--- config.mk ---
export PLATFORM = sky130hd
export DESIGN_NAME = icc_channel
export DESIGN_NICKNAME = d
export VERILOG_FILES = /design/src/rtl/icc_pkg.sv /design/src/rtl/icc_channel.sv /design/src/rtl/icc_fifo.sv
export SDC_FILE = /design/constraint.sdc
export NUM_CORES = 1
export LEC_CHECK = 0
export ABC_CLOCK_PERIOD_IN_PS = 4650
export BUFFER_PORTS_ARGS = -buffer_cell sky130_fd_sc_hd__buf_2
export CAP_MARGIN = 15
export CELL_PAD_IN_SITES_DETAIL_PLACEMENT = 0
export CELL_PAD_IN_SITES_GLOBAL_PLACEMENT = 1
export CORE_MARGIN = 4
export CORE_UTILIZATION = 27
export DETAILED_ROUTE_END_ITERATION = 8
export PLACE_DENSITY = 0.63
export SLEW_MARGIN = 40
export SYNTH_ARGS = -nofsm -noshare
export SYNTH_HDL_FRONTEND = slang
export SYNTH_SLANG_ARGS = --single-unit
--- constraint.sdc ---
create_clock -name mclk_i -period 4.65 [get_ports mclk_i]
set_clock_uncertainty 0.1 [all_clocks]
set_input_delay 1.395 -clock mclk_i [delete_from_list [all_inputs] [get_ports mclk_i]]
set_output_delay 1.395 -clock mclk_i [all_outputs]
set_load 0.02 [all_outputs]
--- src/rtl/icc_pkg.sv ---
// Purpose: Shared constants and types for the input capture channel.
// Assumes: One 25 MHz clock, plain register port with 16-bit data.
// Notes:   Offsets are word indices on the register port.
package icc_pkg;

    localparam logic [1:0]  ICC_ADDR_CTRL   = 2'h0;
    localparam logic [1:0]  ICC_ADDR_BUF    = 2'h1;
    localparam logic [1:0]  ICC_ADDR_STAT   = 2'h2;
    localparam logic [1:0]  ICC_ADDR_MASK   = 2'h3;

    localparam int          ICC_BIT_IDLE    = 13;
    localparam int          ICC_BIT_TSEL    = 7;
    localparam int          ICC_BIT_CPI_LO  = 5;
    localparam int          ICC_BIT_OVF     = 4;
    localparam int          ICC_BIT_BNE     = 3;
    localparam int          ICC_BIT_MODE_LO = 0;

    localparam logic [15:0] ICC_CTRL_RST    = 16'h0000;
    localparam logic [15:0] ICC_CTRL_WMASK  = 16'h20E7;
    localparam logic [2:0]  ICC_EVT_RST     = 3'h0;
    localparam logic [3:0]  ICC_PRE4_LAST   = 4'h3;
    localparam logic [3:0]  ICC_PRE16_LAST  = 4'hF;

    // Status/mask bit positions
    localparam int          ICC_EV_CAPIRQ   = 0;
    localparam int          ICC_EV_OVF      = 1;
    localparam int          ICC_EV_WAKE     = 2;

    typedef enum logic [2:0] {
        ICC_MODE_OFF   = 3'h0,
        ICC_MODE_BOTH  = 3'h1,
        ICC_MODE_FALL  = 3'h2,
        ICC_MODE_RISE  = 3'h3,
        ICC_MODE_RISE4 = 3'h4,
        ICC_MODE_RISE16= 3'h5,
        ICC_MODE_UNUSED= 3'h6,
        ICC_MODE_WAKE  = 3'h7
    } icc_mode_t;

    typedef struct packed {
        logic [1:0]  addr;
        logic [15:0] wdata;
        logic        wr;
        logic        rd;
    } icc_bus_req_t;

endpackage

--- src/rtl/icc_channel.sv ---
// Purpose: Input capture channel: timestamps pin edges from one of two time bases.
// Assumes: Pin and time bases synchronous to mclk_i; one access strobe per cycle.
// Notes:   Read data valid the cycle after the read strobe only.
// Contract
// - Each qualifying pin event stores the full 16-bit selected time base.
// - Time-base select set picks first time base, clear picks second.
// - Captures queue in a four-entry first-in first-out buffer.
// - Captures-per-interrupt field interrupts after every 1, 2, 3 or 4 captures.
// - Overrun flag is read-only, set by hardware, cleared only by hardware.
// - Buffer-not-empty flag reads 1 while unread captures remain.
// - Mode 000 turns channel off; mode 110 keeps it disabled.
// - Mode 001 captures both edges; interrupt on every capture.
// - Mode 010 captures falling edges, mode 011 rising edges.
// - Modes 100 and 101 capture every 4th and 16th rising edge.
// - Mode 111 is a rising-edge wake interrupt only in sleep or idle.
// - Halt-when-idle set stops the channel while the processor idles.
// - A pin edge can wake the device from sleep and idle.
// - Control bits 15-14 and 12-8 read as zero.
// - All control fields reset to zero.
//
// Strobed register access and the register addresses were left to the implementer.
`timescale 1ns/1ps
module icc_channel
    import icc_pkg::*;
#(
    parameter int DW    = 16,
    parameter int DEPTH = 4
) (
    input  wire logic          mclk_i,
    input  wire logic          rst_i,
    input  wire logic          ce_i,
    input  wire logic          capture_input_pin_i,
    input  wire logic [DW-1:0] first_time_base_count_i,
    input  wire logic [DW-1:0] second_time_base_count_i,
    input  wire logic          cpu_idle_i,
    input  wire logic          cpu_sleep_i,
    input  wire logic [1:0]    addr_i,
    input  wire logic [15:0]   wdata_i,
    input  wire logic          wr_i,
    input  wire logic          rd_i,
    output logic      [15:0]   rdata_o,
    output logic               capture_irq_o,
    output logic               wake_o,
    output logic               irq_o
);
    icc_bus_req_t bus;
    assign bus = '{addr: addr_i, wdata: wdata_i, wr: wr_i, rd: rd_i};

    logic [15:0]   ctrl_reg;
    logic          pin_reg;
    logic [3:0]    pre_reg;
    logic [1:0]    cnt_reg;
    logic          ovf_reg;
    logic          cirq_reg;
    logic          wake_reg;
    logic [2:0]    evt_reg;
    logic [2:0]    mask_reg;
    logic [15:0]   rdata_reg;
    logic [DW-1:0] fifo_q;
    logic          fifo_full;
    logic          fifo_empty;
    logic [2:0]    fill_reg;

    // Decoded control fields
    wire icc_mode_t mode        = icc_mode_t'(ctrl_reg[ICC_BIT_MODE_LO +: 3]);
    wire [1:0]      cpi         = ctrl_reg[ICC_BIT_CPI_LO +: 2];
    wire            tsel        = ctrl_reg[ICC_BIT_TSEL];
    wire            halt_idle   = ctrl_reg[ICC_BIT_IDLE];

    wire wr_ctrl = bus.wr && (bus.addr == ICC_ADDR_CTRL);
    wire wr_mask = bus.wr && (bus.addr == ICC_ADDR_MASK);
    wire rd_buf  = bus.rd && (bus.addr == ICC_ADDR_BUF);
    wire rd_stat = bus.rd && (bus.addr == ICC_ADDR_STAT);

    wire rise = capture_input_pin_i && !pin_reg;
    wire fall = !capture_input_pin_i && pin_reg;

    wire is_off   = (mode == ICC_MODE_OFF);
    wire halted   = halt_idle && cpu_idle_i;
    wire cap_mode = !is_off && (mode != ICC_MODE_UNUSED) && (mode != ICC_MODE_WAKE);
    wire active   = cap_mode && !halted && !cpu_sleep_i;

    // Prescaler terminal count for divided modes
    wire [3:0] pre_last = (mode == ICC_MODE_RISE16) ? ICC_PRE16_LAST : ICC_PRE4_LAST;

    logic edge_hit;
    always_comb begin
        edge_hit = 1'b0;
        case (mode)
            ICC_MODE_BOTH:   edge_hit = rise || fall;
            ICC_MODE_FALL:   edge_hit = fall;
            ICC_MODE_RISE:   edge_hit = rise;
            ICC_MODE_RISE4,
            ICC_MODE_RISE16: edge_hit = rise && (pre_reg == pre_last);
            default:         edge_hit = 1'b0;
        endcase
    end

    wire capture  = active && edge_hit;
    wire accept   = capture && !fifo_full;
    wire overrun  = capture && fifo_full;
    wire [DW-1:0] snap = tsel ? first_time_base_count_i : second_time_base_count_i;

    // Mode 001 ignores the per-interrupt count
    wire [1:0] cpi_eff  = (mode == ICC_MODE_BOTH) ? 2'h0 : cpi;
    wire       cnt_done = (cnt_reg == cpi_eff);
    wire       cap_irq  = accept && cnt_done;

    // Wake on any edge in capture modes, rising only in mode 111
    wire low_power = cpu_sleep_i || cpu_idle_i;
    wire wake_evt  = low_power && ((mode == ICC_MODE_WAKE) ? rise : (cap_mode && (rise || fall)));

    wire       pop      = rd_buf && !fifo_empty;

    icc_fifo #(
        .WIDTH (DW),
        .DEPTH (DEPTH)
    ) u_fifo (
        .mclk_i  (mclk_i),
        .rst_i   (rst_i),
        .ce_i    (ce_i),
        .flush_i (is_off),
        .push_i  (accept),
        .data_i  (snap),
        .pop_i   (pop),
        .data_o  (fifo_q),
        .full_o  (fifo_full),
        .empty_o (fifo_empty)
    );

    // Flags read clear as soon as the channel is off, before the flush lands
    wire [15:0] ctrl_view = (ctrl_reg & ICC_CTRL_WMASK)
                          | (16'(ovf_reg && !is_off) << ICC_BIT_OVF)
                          | (16'(!fifo_empty && !is_off) << ICC_BIT_BNE);

    wire [2:0] evt_in = {wake_evt, overrun, cap_irq};

    logic [15:0] rd_mux;
    always_comb begin
        rd_mux = 16'h0000;
        case (bus.addr)
            ICC_ADDR_CTRL: rd_mux = ctrl_view;
            ICC_ADDR_BUF:  rd_mux = 16'(fifo_q);
            ICC_ADDR_STAT: rd_mux = {13'h0000, evt_reg};
            ICC_ADDR_MASK: rd_mux = {13'h0000, mask_reg};
            default:       rd_mux = 16'h0000;
        endcase
    end

    always_ff @(posedge mclk_i) begin
        if (rst_i) begin
            ctrl_reg <= ICC_CTRL_RST;
            mask_reg <= ICC_EVT_RST;
        end else if (ce_i) begin
            if (wr_ctrl) begin
                ctrl_reg <= bus.wdata & ICC_CTRL_WMASK;
            end
            if (wr_mask) begin
                mask_reg <= bus.wdata[2:0];
            end
        end
    end

    always_ff @(posedge mclk_i) begin
        if (rst_i) begin
            pin_reg  <= 1'b0;
            pre_reg  <= 4'h0;
            cnt_reg  <= 2'h0;
        end else if (ce_i) begin
            pin_reg <= capture_input_pin_i;
            if (is_off) begin
                pre_reg <= 4'h0;
                cnt_reg <= 2'h0;
            end else begin
                if (active && rise && (mode == ICC_MODE_RISE4 || mode == ICC_MODE_RISE16)) begin
                    pre_reg <= (pre_reg == pre_last) ? 4'h0 : pre_reg + 4'h1;
                end
                if (accept) begin
                    cnt_reg <= cnt_done ? 2'h0 : cnt_reg + 2'h1;
                end
            end
        end
    end

    // Local occupancy mirror, so the queue's internals are never reached into
    always_ff @(posedge mclk_i) begin
        if (rst_i) begin
            fill_reg <= 3'h0;
        end else if (ce_i) begin
            if (is_off) begin
                fill_reg <= 3'h0;
            end else begin
                fill_reg <= fill_reg + 3'(accept) - 3'(pop);
            end
        end
    end

    // Overrun: set wins; cleared on last pop or channel off
    wire last_pop = pop && !accept && (fill_reg == 3'h1);
    always_ff @(posedge mclk_i) begin
        if (rst_i) begin
            ovf_reg <= 1'b0;
        end else if (ce_i) begin
            if (overrun) begin
                ovf_reg <= 1'b1;
            end else if (is_off || last_pop) begin
                ovf_reg <= 1'b0;
            end
        end
    end

    // Status is cleared by reading it; a coincident event still lands
    always_ff @(posedge mclk_i) begin
        if (rst_i) begin
            evt_reg   <= ICC_EVT_RST;
            rdata_reg <= 16'h0000;
            cirq_reg  <= 1'b0;
            wake_reg  <= 1'b0;
        end else if (ce_i) begin
            evt_reg   <= (rd_stat ? 3'h0 : evt_reg) | evt_in;
            rdata_reg <= bus.rd ? rd_mux : 16'h0000;
            cirq_reg  <= cap_irq;
            wake_reg  <= wake_evt;
        end
    end

    assign rdata_o       = rdata_reg;
    assign capture_irq_o = cirq_reg;
    assign wake_o        = wake_reg;
    assign irq_o         = |(evt_reg & mask_reg);
endmodule

--- src/rtl/icc_fifo.sv ---
// Purpose: Small capture queue, oldest entry first.
// Assumes: Push is refused by the caller when full.
// Notes:   Flush empties the queue in one cycle.
`timescale 1ns/1ps
module icc_fifo
    import icc_pkg::*;
#(
    parameter int WIDTH = 16,
    parameter int DEPTH = 4
) (
    input  wire logic             mclk_i,
    input  wire logic             rst_i,
    input  wire logic             ce_i,
    input  wire logic             flush_i,
    input  wire logic             push_i,
    input  wire logic [WIDTH-1:0] data_i,
    input  wire logic             pop_i,
    output logic      [WIDTH-1:0] data_o,
    output logic                  full_o,
    output logic                  empty_o
);
    localparam int AW = $clog2(DEPTH);

    logic [WIDTH-1:0] mem [DEPTH];
    logic [AW-1:0]    wp_reg;
    logic [AW-1:0]    rp_reg;
    logic [AW:0]      cnt_reg;

    wire do_push = push_i && !full_o;
    wire do_pop  = pop_i && !empty_o;

    assign full_o  = (cnt_reg == (AW+1)'(DEPTH));
    assign empty_o = (cnt_reg == '0);
    assign data_o  = mem[rp_reg];

    always_ff @(posedge mclk_i) begin
        if (ce_i && do_push) begin
            mem[wp_reg] <= data_i;
        end
    end

    always_ff @(posedge mclk_i) begin
        if (rst_i || (ce_i && flush_i)) begin
            wp_reg  <= '0;
            rp_reg  <= '0;
            cnt_reg <= '0;
        end else if (ce_i) begin
            if (do_push) begin
                wp_reg <= (wp_reg == AW'(DEPTH-1)) ? '0 : wp_reg + 1'b1;
            end
            if (do_pop) begin
                rp_reg <= (rp_reg == AW'(DEPTH-1)) ? '0 : rp_reg + 1'b1;
            end
            cnt_reg <= cnt_reg + (AW+1)'(do_push) - (AW+1)'(do_pop);
        end
    end
endmodule

Word level (Yosys, flattened, before mapping)
Memories as Yosys holds them, arrays and structs flattened. A register that Yosys moved wholly into a read port is not among the register bits.
Cells that the tools add are included.
{"block": "op_classes", "add_sub_neg": 8, "n_eq_ne": 17, "mux": 23, "n_bitwise": 4, "n_reduce_logical": 57}
{"cell": "16-bit one-hot mux with 4 select lines", "count": 1}
{"cell": "16-bit 2-to-1 mux", "count": 2}
{"cell": "1-bit logical AND", "count": 29}
{"cell": "2-bit 2-to-1 mux", "count": 8}
{"cell": "4-bit 2-to-1 mux", "count": 4}
{"cell": "14-bit by 4-bit OR with 14-bit output", "count": 1}
{"cell": "14-bit by 5-bit OR with 14-bit output", "count": 1}
{"cell": "2-bit AND reduction", "count": 7}
{"cell": "3-bit equality test (second input constant)", "count": 4}
{"cell": "2-bit equality test (second input constant)", "count": 4}
{"cell": "1-bit logical NOT", "count": 8}
{"cell": "2-bit by 1-bit adder with 2-bit output (second input constant)", "count": 3}
{"cell": "3-bit by 1-bit adder with 3-bit output", "count": 2}
{"cell": "3-bit by 1-bit equality test with 1-bit output (second input constant)", "count": 2}
{"cell": "3-bit by 2-bit equality test with 1-bit output (second input constant)", "count": 2}
{"cell": "3-bit logical NOT", "count": 2}
{"cell": "3-bit 2-to-1 mux", "count": 2}
{"cell": "3-bit != test (second input constant)", "count": 2}
{"cell": "2-bit nonzero test", "count": 3}
{"cell": "3-bit by 1-bit subtractor with 3-bit output", "count": 2}
{"cell": "1-bit logical OR", "count": 5}
{"cell": "1-bit 2-to-1 mux", "count": 5}
{"cell": "4-bit by 1-bit adder with 4-bit output (second input constant)", "count": 1}
{"cell": "4-bit equality test", "count": 1}
{"cell": "other kinds (8)", "count": 8}
{"block": "totals", "ff_bits": 49, "ram_bits": 64, "input_bits": 58, "out_inout_bits": 19, "elab_cells": 124, "memories": 1}
{"name": "u_fifo.mem", "depth": 4, "word_bits": 16, "read_ports": 1, "rd_clocked_by_memory_dff": 1, "write_ports": 1, "line_no": "icc_fifo.sv:24", "source": "logic [WIDTH-1:0] mem [DEPTH];"}

Depth between registers and ports, before layout
Gate-level depths: netlist of the first run.
{"block": "depth", "ltp_word": 14, "depth_mapped": 14, "depth_no_buf": 14}

Modules after synthesis
Synthesis of the first run repeated with hierarchy kept, for this count alone.
{"block": "hier_totals", "cells_unflattened": 397, "area_unflattened_um2": 5103.6}
{"module": "icc_fifo", "instances": 1, "cells_each": 143, "area_each_um2": 2835.2, "seq_area_each_um2": 2102.0}
{"module": "icc_channel", "instances": 1, "cells_each": 254, "area_each_um2": 2268.4, "seq_area_each_um2": 840.8}

Worst setup path before layout of the first run
No wires, ideal clock.
{"block": "synth_timing", "path_kind": "input to register", "startpoint": "input port capture_input_pin_i", "endpoint": "register fill_reg[2]", "setup_time_ns": 0.070, "arrival_ns": 3.776, "t_required_ns": 4.480, "path_slack_ns": 0.703, "path_stages": 14, "n_path_buf": 0, "cell_sequence": "inv_1 -> ha_1 -> or2_1 -> a311oi_2 -> o2111ai_2 -> ha_1 -> inv_1 -> ha_1 -> inv_1 -> fa_1 -> xor2_1 -> o21ai_0 -> nand2_1 -> a21oi_1"}
{"block": "synth_via", "elab_chain_len": 9, "word_cells_on_any_way": 11, "cone_classes": "add/sub (2); mux (2); reduce/logical (7)"}
{"element": "start: declaration", "line_no": "icc_channel.sv:32", "source": "input wire logic capture_input_pin_i,"}
{"element": "1-bit logical NOT", "line_no": "icc_channel.sv:76", "source": "wire fall = !capture_input_pin_i && pin_reg;"}
{"element": "1-bit logical AND", "line_no": "icc_channel.sv:76"}
{"element": "1-bit logical OR", "line_no": "icc_channel.sv:90", "source": "ICC_MODE_BOTH: edge_hit = rise || fall;"}
{"element": "1-bit one-hot mux with 4 select lines *", "line_no": "icc_channel.sv:89", "source": "case (mode)"}
{"element": "1-bit logical AND *", "line_no": "icc_channel.sv:99", "source": "wire capture = active && edge_hit;"}
{"element": "1-bit logical AND *", "line_no": "icc_channel.sv:100", "source": "wire accept = capture && !fifo_full;"}
{"element": "3-bit by 1-bit adder with 3-bit output *", "line_no": "icc_channel.sv:193", "source": "fill_reg <= fill_reg + 3'(accept) - 3'(pop);"}
{"element": "3-bit by 1-bit subtractor with 3-bit output *", "line_no": "icc_channel.sv:193"}
{"element": "3-bit 2-to-1 mux *", "line_no": "icc_channel.sv:190", "source": "if (is_off) begin"}
{"element": "end signal: assignment", "line_no": "icc_channel.sv:193"}
{"element": "end: declaration", "line_no": "icc_channel.sv:62", "source": "logic [2:0] fill_reg;"}
Every way passes the cells marked *; elsewhere a longest branch is shown, timed or not.
A chain may end at the register's enable or synchronous reset.

Worst setup path in the final report of the first run
Same ends and word-level chain as after synthesis.

==> metrics.md, run 1 <==
| Metric | Value |
|---|---|
| Max Cap Viol | `0` |
| Post-DR vias/cell | `4.86` |
| Worst R2R Setup Slack | `1.57 ns` |
| Total CTS buffers | `17` |
| #FFs+latches synth | `115` |
| Async SR Flop Fraction | `0%` |
| Hold Path Cell Cnt | `2` |
| Tcrit/Tclk final | `83.7%` |
| Final core area utilization | `33.6%` |
| Post-synth top cells | `edfxtp_1 (64), dfxtp_1 (51), nor2_1 (46)` |
| CTS max path bufs | `2` |
| Port Buffers | `67` |
| Fin. Hold Viols | `0` |
| Global-route wire length before repair | `20.0 mm` |
| Initial Utilization | `27.5%` |
| Startpoint types | `input pin` |
| Post-CTS Hold Buffers | `0` |
| Unrepaired setup endpoints after global routing | `no` |
| Register-to-Register Path Depth | `13` |
| Post-Synthesis Cell Area | `5140 um2` |
| Final Non-Filler Cells | `717` |
| DR pass1 iterations | `5` |
| Vias in the first global route | `3,651` |
| Setup bufs post-CTS | `0` |
| GRT Residual Overflow | `0` |
| Pwr Total | `2.45 mW` |
| Setup Crit Path Kind | `input pin to flop` |
| CP Capture Type | `flop` |
| Syn nets | `475` |
| Status | `complete, no violations` |
| Power density cells | `389 nW/um2` |
| Placed cell count | `685` |
| Resized cells post-CTS | `0` |
| Post-synth EDFFs | `64` |
| Achievable frequency | `257 MHz` |
| VDD IR-drop max | `189 uV` |
| Die W | `146 um` |
| Layout cell share with drive strength beyond 1 | `32.3%` |
| Via Count | `3,482` |
| Tightest Pin Transition | `0.665 ns` |
| Min Tclk post-route | `3.89 ns` |
| HP Start | `capture_irq_o` |
| Clock sinks | `115` |
| Clock root buffer master | `clkbuf_16` |
| Area of the core | `18,700 um2` |
| Die footprint | `21,300 um2` |
| Final worst setup slack | `0.759 ns` |
| Area share of the largest cell type after synthesis | `37.4%` |
| WP data required | `4.88 ns` |
| Routed Antenna Nets | `0` |
| Most common cell in the netlist | `edfxtp_1` |
| Routed WL per cell | `17.4 um` |
| Layout area overhead | `22.4%` |
| Largest register FFs | `64` |
| Die Height | `146 um` |
| Hold endpoint | `capture_irq_o` |
| Worst slack, placed | `0.346 ns` |
| Pleak | `2.32 nW` |
| GP Congestion | `0.743` |
| Slew Limit Fails | `0` |
| R2r startpoint | `pin_reg` |
| Sum Neg Setup Slack | `0 ns` |
| # DRC | `0` |
| Crit path launch | `capture_input_pin_i` |
| I/O pin total | `77` |
| Ys flop type | `edfxtp_1` |
| Hold Crit Class | `flop to flop` |
| Antenna diodes | `0` |
| Cells after synthesis | `403` |
| DP HPWL | `8.46 mm` |
| H-Tree Depth | `4` |
| Avg Inst Size Synth | `12.8 um2` |
| Worst slew margin | `55.6%` |
| Final Net Count | `542` |
| Core Rows | `50` |
| Total track usage | `11.9%` |
| Synth warnings | `0` |
| Worst EP arrival | `4.12 ns` |
| Sequential area share after synthesis | `57.2%` |
| Reg clk slew, reported paths | `0.06 ns` |
| Largest cells by area after synthesis | `edfxtp_1 (37%), dfxtp_1 (20%), mux4_2 (7.0%), mux2_2 (4.2%), mux2i_1 (3.9%)` |
| Drt total wl | `12.5 mm` |
| Final Setup Violations | `0` |
| FF-to-FF End | `fill_reg[2]` |
| Largest net degree at the start of global routing | `45` |
| Netlist cell types | `56` |
| Initial antenna violation count | `0` |
| Critical-path maximum fanout | `6` |
| Initial DRC count | `185` |
| CTS tree | `built` |
| Yosys top cell by area | `edfxtp_1` |
| Skew-Pair Late Insertion Delay | `0.41 ns` |
| Fillcell total | `1,855` |
-- logic make-up (layout without fill, tap and decap cells) --
| group | count (synthesis) | count (layout) | synth area share [%] |
|---|---|---|---|
| multiplexers | 55 | 55 | 15.1 |
| XOR/XNOR | 5 | 5 | 0.852 |
| flip-flops | 115 | 115 | 57.2 |
| adder cells (fa/ha/maj) | 14 | 14 | 3.70 |
| AND/OR/NAND/NOR | 106 | 106 | 10.3 |
| AO/OA/AOI/OAI | 64 | 64 | 9.15 |
| buffers and inverters | 44 | 124 | 3.75 |
-- through the flow --
stage	hold WS [ns]	instance area, um2
global placement	0.352	5710
floorplan	0.336	5140
global route	0.398	6290
CTS	0.372	6290
finish	0.367	6290
detailed placement	0.362	5710
-- placed cells by master, fill, tap and decap left out, types with 3 or more instances in the layout --
cell,count
a211oi_1,3
a22oi_1,7
dfxtp_1,49
nor2_1,46
inv_1,15
buf_2,67
buf_4,9
o21ai_0,7
edfxtp_1,64
inv_8,4
inv_6,6
mux2i_1,20
nor3_1,6
or3_1,3
a222oi_1,7
a21oi_1,18
mux2_2,19
clkbuf_16,17
nand3_1,7
xnor2_1,3
nand3b_1,3
and3_1,10
nand2_1,14
ha_1,12
mux4_2,16
-- worst max-delay path by stage --
stage               cells after the start  slack, ns          end
floorplan                              14       0.70  fill_reg[2]
finish                                 15       0.76  fill_reg[2]
global route                           15       0.52  fill_reg[2]
global placement                       15       0.39  fill_reg[2]
CTS                                    15       0.77  fill_reg[2]
detailed placement                     15       0.35  fill_reg[2]
-- critical path: stages --
cell,delay (ns)
buf_2,0.10
inv_1,0.04
ha_1,0.29
or2_1,0.24
a311oi_2,0.31
o2111ai_2,0.28
ha_1,0.35
inv_1,0.06
ha_1,0.13
inv_1,0.05
fa_1,0.37
xor2_1,0.16
o21ai_0,0.16
nand2_1,0.08
a21oi_1,0.11
-- routing by layer --
metal	wire, um	part of all wire (%)	track usage [%]	vias to the layer above
met3	446	3.6	2.62	8
met1	5790	46	15.2	1741
met5	0	0	0	-
met4	98	0.78	3.90	0
met2	6160	49	20.3	75
li1	-	-	-	1658
-- final cells by class --
class	instances	area (um2)	area share, %
clock buffers	17	425	6.76
well taps	234	293	4.65
repair buffers	76	403	6.40
clock inverters	15	154	2.45
multi-input cells	244	2010	32.0
flip-flops and latches	115	2950	46.8
inverters	16	60.1	0.954
-- power by group --
| part | internal (mW) | total, mW | switching [mW] |
|---|---|---|---|
| sequential | 1.08 | 1.09 | 0.00752 |
| combinational | 0.0406 | 0.100 | 0.0595 |
| clock | 0.715 | 1.26 | 0.547 |
| total | 1.83 | 2.45 | 0.614 |
(Power assumes the default switching activity.)
==> inputs of run 2 (changes only) <==
Settings changed: ABC_CLOCK_PERIOD_IN_PS 4650 to 3150, PLACE_DENSITY 0.63 to 0.65.
Clock period 4.65 ns to 3.15 ns, I/O delays scaled along.
==> run 2 against run 1 <==
Compared with the run above: sequential share of layout area is 2.0 points lower; combinational power is 63% higher; global-route usage is 0.057 points lower; non-clock buffer count is 16 higher; sequential power is 47% higher; clock power is 61% higher; critical path depth stayed put; setup slack worse by 0.71 ns; cell area is 4.4% higher; critical path type unchanged; largest cell class unchanged; highest routed layer unchanged.
==> metrics.md, run 2 (same netlist as run 1, synthesis figures left out) <==
| Metric | Value |
|---|---|
| Most common cell after layout, fill and taps aside | `buf_2` |
| Min Tclk post-route | `3.10 ns` |
| DP HPWL | `8.57 mm (+1.3%)` |
| Port Buffers | `67 (unchanged)` |
| CTS max path bufs | `2 (unchanged)` |
| Initial antenna violation count | `1 (+1)` |
| Core Rows | `50 (unchanged)` |
| FF-to-FF End | `fill_reg[2]` |
| Tcrit/Tclk final | `98.4%` |
| Fillcell total | `1,802 (-2.9%)` |
| Clock root buffer master | `clkbuf_16` |
| Setup Crit Path Kind | `input pin to flop` |
| Largest register FFs | `64 (unchanged)` |
| Initial Utilization | `27.5% (unchanged)` |
| Area of the core | `18,700 um2 (unchanged)` |
| Most frequent cells in the layout | `buf_2 (66), edfxtp_1 (64), dfxtp_1 (50)` |
| Total track usage | `11.9% (-0.057 points)` |
| Post-Place Cell Area | `5900 um2 (+3.3%)` |
| CTS tree | `built` |
| Hold Crit Class | `flop to flop` |
| Pleak | `2.44 nW (+5.2%)` |
| Worst R2R Setup Slack | `0.29 ns (-1.28 ns)` |
| VDD IR-drop max | `303 uV (+60%)` |
| Power density cells | `577 nW/um2 (+48%)` |
| Via Count | `3,516 (+0.98%)` |
| Worst Setup EP | `fill_reg[2]` |
| Reg clk slew, reported paths | `0.06 ns (about the same)` |
| Tightest Pin Transition | `0.763 ns (+0.0981 ns)` |
| Crit path launch | `capture_input_pin_i` |
| GRT Residual Overflow | `0 (unchanged)` |
| Layout cell share with drive strength beyond 1 | `35.9% (+3.6 points)` |
| Final core area utilization | `35.1% (+1.5 points)` |
| Routed WL per cell | `16.9 um (-3.0%)` |
| Fin. Hold Viols | `0 (unchanged)` |
| Sequential cell area | `2940 um2 (about the same)` |
| Die W | `146 um (unchanged)` |
| Startpoint types | `input pin` |
| Worst slew margin | `49.0% (-6.6 points)` |
| Worst EP arrival | `3.34 ns (-0.78 ns)` |
| Die footprint | `21,300 um2 (unchanged)` |
| Status | `complete, no violations` |
| Total CTS buffers | `17 (unchanged)` |
| Routed Antenna Nets | `0 (unchanged)` |
| Post-CTS Hold Buffers | `0 (unchanged)` |
| Drt total wl | `12.4 mm (-0.70%)` |
| HP Start | `pre_reg[1]` |
| CP Capture Type | `flop` |
| H-Tree Depth | `4 (unchanged)` |
| I/O pin total | `77 (unchanged)` |
| WP data required | `3.39 ns (-1.49 ns)` |
| Slew Limit Fails | `0 (unchanged)` |
| Final Net Count | `558 (+3.0%)` |
| Largest net degree at the start of global routing | `44 (-2.2%)` |
| Max Cap Viol | `0 (unchanged)` |
| R2r startpoint | `pin_reg` |
| Unrepaired setup endpoints after global routing | `yes` |
| Critical-path maximum fanout | `2 (-4)` |
| Skew-Pair Late Insertion Delay | `0.41 ns (about the same)` |
| Register-to-Register Path Depth | `13 (unchanged)` |
| Clock sinks | `115 (unchanged)` |
| Final Setup Violations | `0 (unchanged)` |
| Vias in the first global route | `3,633 (-0.49%)` |
| Post-DR vias/cell | `4.79 (-1.4%)` |
| Layout area overhead | `27.8%` |
| DR pass1 iterations | `5 (unchanged)` |
| Global-route wire length before repair | `19.7 mm (-1.8%)` |
| Area of the multi-input gates | `2050 um2 (+1.7%)` |
| # DRC | `0 (unchanged)` |
| Achievable frequency | `323 MHz` |
| Design area | `6570 um2 (+4.4%)` |
| Initial DRC count | `251 (+36%)` |
| Die Height | `146 um (unchanged)` |
| Sum Neg Setup Slack | `0 ns (unchanged)` |
| GP Congestion | `0.750 (+1.0%)` |
-- run 2: changes by cell type in the layout (fill, tap and decap cells not counted), moves of 2 or more --
cell	before	now
ha_1	12	10
clkinv_8	2	0
buf_4	9	20
clkinv_4	1	3
buf_12	0	5
inv_1	15	13
bufinv_16	0	3
-- run 2: layer usage --
layer  vias to the layer above  share of wire (%)  global-route usage, %
li1                       1687                  -                      -
met1                      1730                 46                   15.7
met2                        84                 49                   19.1
met3                        15                4.1                   2.93
met4                         0               0.89                   4.09
met5                         -                  0                      0
-- run 2: per-stage QoR --
step | std cells | total power, mW | hold slack (ns) | setup slack, ns
after CTS | 733 | 3.83 | 0.378 | -0.0168
after detailed placement | 698 | 1.80 | 0.367 | -0.441
after floorplan | 403 | 1.72 | 0.336 | -0.217
after global placement | 698 | 1.79 | 0.351 | -0.406
after global routing | 734 | 3.92 | 0.397 | -0.0764
final | 734 | 3.79 | 0.375 | 0.0514
-- run 2: worst min path at each step --
stage / end / slack, ns / depth (start not counted)
3_3_place_gp: fill_reg[2] / 0.35 / 2
5_1_grt: fill_reg[0] / 0.40 / 2
2_1_floorplan: ovf_reg / 0.34 / 2
3_5_place_dp: evt_reg[2] / 0.37 / 2
6_report: pre_reg[1] / 0.37 / 2
4_1_cts: pre_reg[1] / 0.38 / 2
-- run 2: worst max-delay path, stage by stage --
cell and delay, ns:
buf_8 0.11, inv_8 0.04, ha_4 0.18, or2_1 0.23, a311oi_2 0.28, o2111ai_2 0.16, ha_1 0.29, inv_1 0.06
ha_2 0.16, inv_2 0.04, fa_2 0.34, xor2_2 0.16, o21ai_1 0.14, nand2_1 0.09, a21oi_2 0.13
-- run 2: area by class of cell --
cell class                 instances  area share [%]
multi-input combinational        244            31.2
clock buffer                      17            6.47
tap                              234            4.46
inverter                          16            1.03
antenna                            1          0.0381
timing repair buffer              92            9.06
sequential                       115            44.8
clock inverter                    15            2.97
-- run 2: timing repair --
item | in CTS | in global routing
pin swaps | 8 | 3
endpoints found under the hold margin | 0 | 0
setup buffers | 3 | 0
setup endpoints to repair | 1 | 2
gates cloned | 0 | 0
gates resized for setup | 4 | 1
-- run 2: report_power, final --
group | total, mW | switching, mW | internal [mW]
clock network | 2.03 | 0.759 | 1.27
registers | 1.60 | 0.0105 | 1.59
logic | 0.163 | 0.0916 | 0.0715
total | 3.79 | 0.861 | 2.93
==> inputs of run 3 (changes only) <==
Settings changed: SYNTH_HIERARCHICAL set to 1.
==> run 3 against run 2 <==
Compared with the run above: hold slack worse by 0.011 ns; first-iteration DRC count is 8.4% lower; critical path depth increased by 1; count of clock-buffer cells in the layout increased by 4; global-route usage down 0.23 points; power is 3.6% lower; critical endpoint is now u_fifo/cnt_reg[2]; utilization decreased by 0.39 points; critical path type unchanged; synthesized cell count is 1.5% lower; flip-flop and latch count unchanged; combinational power decreased by 8%; sequential power is essentially flat; largest power group unchanged; fmax rose by 4.6%.
==> metrics.md, run 3 <==
| Metric | Value |
|---|---|
| Via Count | `3,482 (-0.97%)` |
| Achievable frequency | `337 MHz (+4.6%)` |
| Cells after synthesis | `397 (-1.5%)` |
| Total track usage | `11.6% (-0.23 points)` |
| Core Rows | `50 (unchanged)` |
| Post-synth EDFFs | `64 (unchanged)` |
| WP data required | `3.39 ns (about the same)` |
| Routed Antenna Nets | `0 (unchanged)` |
| CP Capture Type | `flop` |
| Most frequent cells in the layout | `buf_2 (67), edfxtp_1 (64), dfxtp_1 (50)` |
| Startpoint types | `input pin` |
| I/O pin total | `77 (unchanged)` |
| Total CTS buffers | `17 (unchanged)` |
| Drt total wl | `12.0 mm (-3.1%)` |
| Die footprint | `21,200 um2 (-0.71%)` |
| Hold Crit Class | `flop to flop` |
| CTS max path bufs | `2 (unchanged)` |
| Tcrit/Tclk final | `94.1% (-4.3 points)` |
| Netlist cell types | `56 (unchanged)` |
| Clock root buffer master | `clkbuf_16` |
| Async SR Flop Fraction | `0% (unchanged)` |
| Post-Synthesis Cell Area | `5100 um2 (-0.75%)` |
| Max Cap Viol | `0 (unchanged)` |
| Most common cell after layout, fill and taps aside | `buf_2` |
| #FFs+latches synth | `115 (unchanged)` |
| Most common cell in the netlist | `edfxtp_1` |
| DR pass1 iterations | `5 (unchanged)` |
| FF-to-FF End | `u_fifo/cnt_reg[2]` |
| Largest cells by area after synthesis | `edfxtp_1 (38%), dfxtp_1 (20%), mux4_2 (7.9%), mux2_2 (3.5%), mux2i_1 (3.3%)` |
| Register-to-Register Path Depth | `13 (unchanged)` |
| Die W | `145 um (-0.36%)` |
| Largest register FFs | `64 (unchanged)` |
| Global-route wire length before repair | `19.0 mm (-3.3%)` |
| Initial DRC count | `230 (-8.4%)` |
| Initial antenna violation count | `0 (-1)` |
| Setup Crit Path Kind | `input pin to flop` |
| Tightest Pin Transition | `0.677 ns (-0.0869 ns)` |
| Fillcell total | `1,822 (+1.1%)` |
| Sequential area share after synthesis | `57.7% (+0.43 points)` |
| R2r startpoint | `ctrl_reg[0]` |
| Post-DR vias/cell | `4.78 (-0.29%)` |
| GRT Residual Overflow | `0 (unchanged)` |
| Slew Limit Fails | `0 (unchanged)` |
| Yosys top cell by area | `edfxtp_1` |
| Fin. Hold Viols | `0 (unchanged)` |
| Worst R2R Setup Slack | `0.35 ns (+0.06 ns)` |
| Port Buffers | `67 (unchanged)` |
| Post-synth top cells | `edfxtp_1 (64), dfxtp_1 (51), nor2_1 (37)` |
| VDD IR-drop max | `380 uV (+26%)` |
| Status | `complete, no violations` |
| DP HPWL | `8.18 mm (-4.5%)` |
| Reg clk slew, reported paths | `0.05 ns (about the same)` |
| Die Height | `145 um (-0.36%)` |
| Antenna diodes | `0 (-1)` |
| Final Setup Violations | `0 (unchanged)` |
| Worst EP arrival | `3.20 ns (-0.14 ns)` |
| Clock sinks | `115 (unchanged)` |
| Skew-Pair Late Insertion Delay | `0.41 ns (about the same)` |
| GP Congestion | `0.733 (-2.2%)` |
| Layout area overhead | `26.9%` |
| Avg Inst Size Synth | `12.9 um2 (+0.75%)` |
| Min Tclk post-route | `2.96 ns (-0.135 ns)` |
| Final Non-Filler Cells | `729 (-0.68%)` |
| CTS tree | `built` |
| Sum Neg Setup Slack | `0 ns (unchanged)` |
| Routed WL per cell | `16.5 um (-2.4%)` |
| Final core area utilization | `34.7% (-0.39 points)` |
| Hold Path Cell Cnt | `2 (unchanged)` |
| Hold endpoint | `capture_irq_o` |
| Area share of the largest cell type after synthesis | `37.7% (+0.28 points)` |
| Placed cell count | `696 (-0.29%)` |
| Vias in the first global route | `3,547 (-2.4%)` |
| Syn nets | `469 (-1.3%)` |
| # DRC | `0 (unchanged)` |
| Final Net Count | `554 (-0.72%)` |
| Initial Utilization | `27.4% (-0.12 points)` |
| Ys flop type | `edfxtp_1` |
| Synth warnings | `6 (+6)` |
| Largest net degree at the start of global routing | `30 (-32%)` |
| Pleak | `2.38 nW (-2.7%)` |
| Area of the core | `18,600 um2 (-0.33%)` |
| Power density cells | `565 nW/um2 (-2.2%)` |
| Critical-path maximum fanout | `3 (+1)` |
| Layout cell share with drive strength beyond 1 | `36.6% (+0.69 points)` |
| HP Start | `capture_irq_o` |
| Worst slew margin | `54.3% (+5.3 points)` |
| H-Tree Depth | `4 (unchanged)` |
[run 3: cell count changes after synthesis, sizes merged, moves of 3 or more]
cell and change:
mux2 -3, nand2 +12, nand2b +3, and3 -3, a211oi -3, nor2 -9, mux4 +3, mux2i -3
clkbuf -5, a21oi +5
[run 3: cell type report]
| type | count | area (um2) | area share (%) |
|---|---|---|---|
| sequential | 115 | 2940 | 45.5 |
| multi-input combinational | 243 | 2030 | 31.4 |
| timing repair buffer | 89 | 551 | 8.50 |
| clock buffer | 21 | 470 | 7.26 |
| tap | 234 | 293 | 4.52 |
| clock inverter | 11 | 128 | 1.97 |
| inverter | 16 | 60.1 | 0.927 |
[run 3: worst max-delay path by stage]
| stage | from | end | slack [ns] | cells past startpoint |
|---|---|---|---|---|
| after floorplan | capture_input_pin_i | u_fifo/cnt_reg[2] | -0.007 | 15 |
| after global placement | capture_input_pin_i | u_fifo/cnt_reg[2] | -0.24 | 16 |
| after detailed placement | capture_input_pin_i | fill_reg[2] | -0.28 | 16 |
| after CTS | capture_input_pin_i | fill_reg[2] | 0.15 | 16 |
| after global routing | capture_input_pin_i | u_fifo/cnt_reg[2] | -0.02 | 16 |
| final | capture_input_pin_i | u_fifo/cnt_reg[2] | 0.19 | 16 |
[run 3: metrics by stage]
stage	total power [mW]	worst slack [ns]	hold WS [ns]	area, um2
floorplan	1.71	-0.00707	0.340	5110
global placement	1.78	-0.236	0.350	5830
detailed placement	1.78	-0.280	0.354	5840
CTS	3.71	0.148	0.366	6430
global route	3.79	-0.0239	0.379	6480
finish	3.66	0.186	0.364	6480
[run 3: timing repair]
| action | in CTS | in global routing |
|---|---|---|
| buffers inserted | 0 | 1 |
| gates resized for setup | 0 | 6 |
| endpoints found under the setup margin | 0 | 2 |
| endpoints found under the hold margin | 0 | 0 |
| hold buffers | 0 | 0 |
[run 3: critical path: stages]
cell and delay [ns]:
buf_2 0.11, inv_1 0.08, ha_4 0.20, nor2_2 0.09, nand2_1 0.08, a21oi_2 0.20, o21ai_2 0.11, inv_1 0.07
nand2_1 0.05, ha_1 0.28, inv_1 0.04, ha_2 0.17, fa_2 0.38, xnor2_2 0.14, nand2_1 0.08, mux2i_1 0.17
[run 3: logic make-up (layout without fill, tap and decap cells)]
| kind of cell | after synthesis | in the layout | share of synthesized area, % |
|---|---|---|---|
| flops | 115 | 115 | 57.7 |
| simple gates | 111 | 111 | 11.3 |
| compound gates | 61 | 61 | 7.70 |
| mux | 52 | 52 | 15.3 |
| buf+inv | 39 | 137 | 3.48 |
| fa+ha+maj | 14 | 14 | 3.73 |
| xor+xnor | 5 | 5 | 0.858 |
[run 3: where the power goes]
| group | leakage [nW] | switching (mW) | internal (mW) |
|---|---|---|---|
| combinational | 1.11 | 0.0844 | 0.0657 |
| sequential | 0.987 | 0.00954 | 1.59 |
| clock | 0.286 | 0.677 | 1.23 |
[run 3: per-layer routing]
layer  part of all wire (%)  track usage [%]  up-vias
li1                       -                -     1660
met1                     45             14.3     1745
met2                     50             19.5       67
met3                    4.5             4.11       10
met4                    1.1             3.42        0
met5                      0                0        -
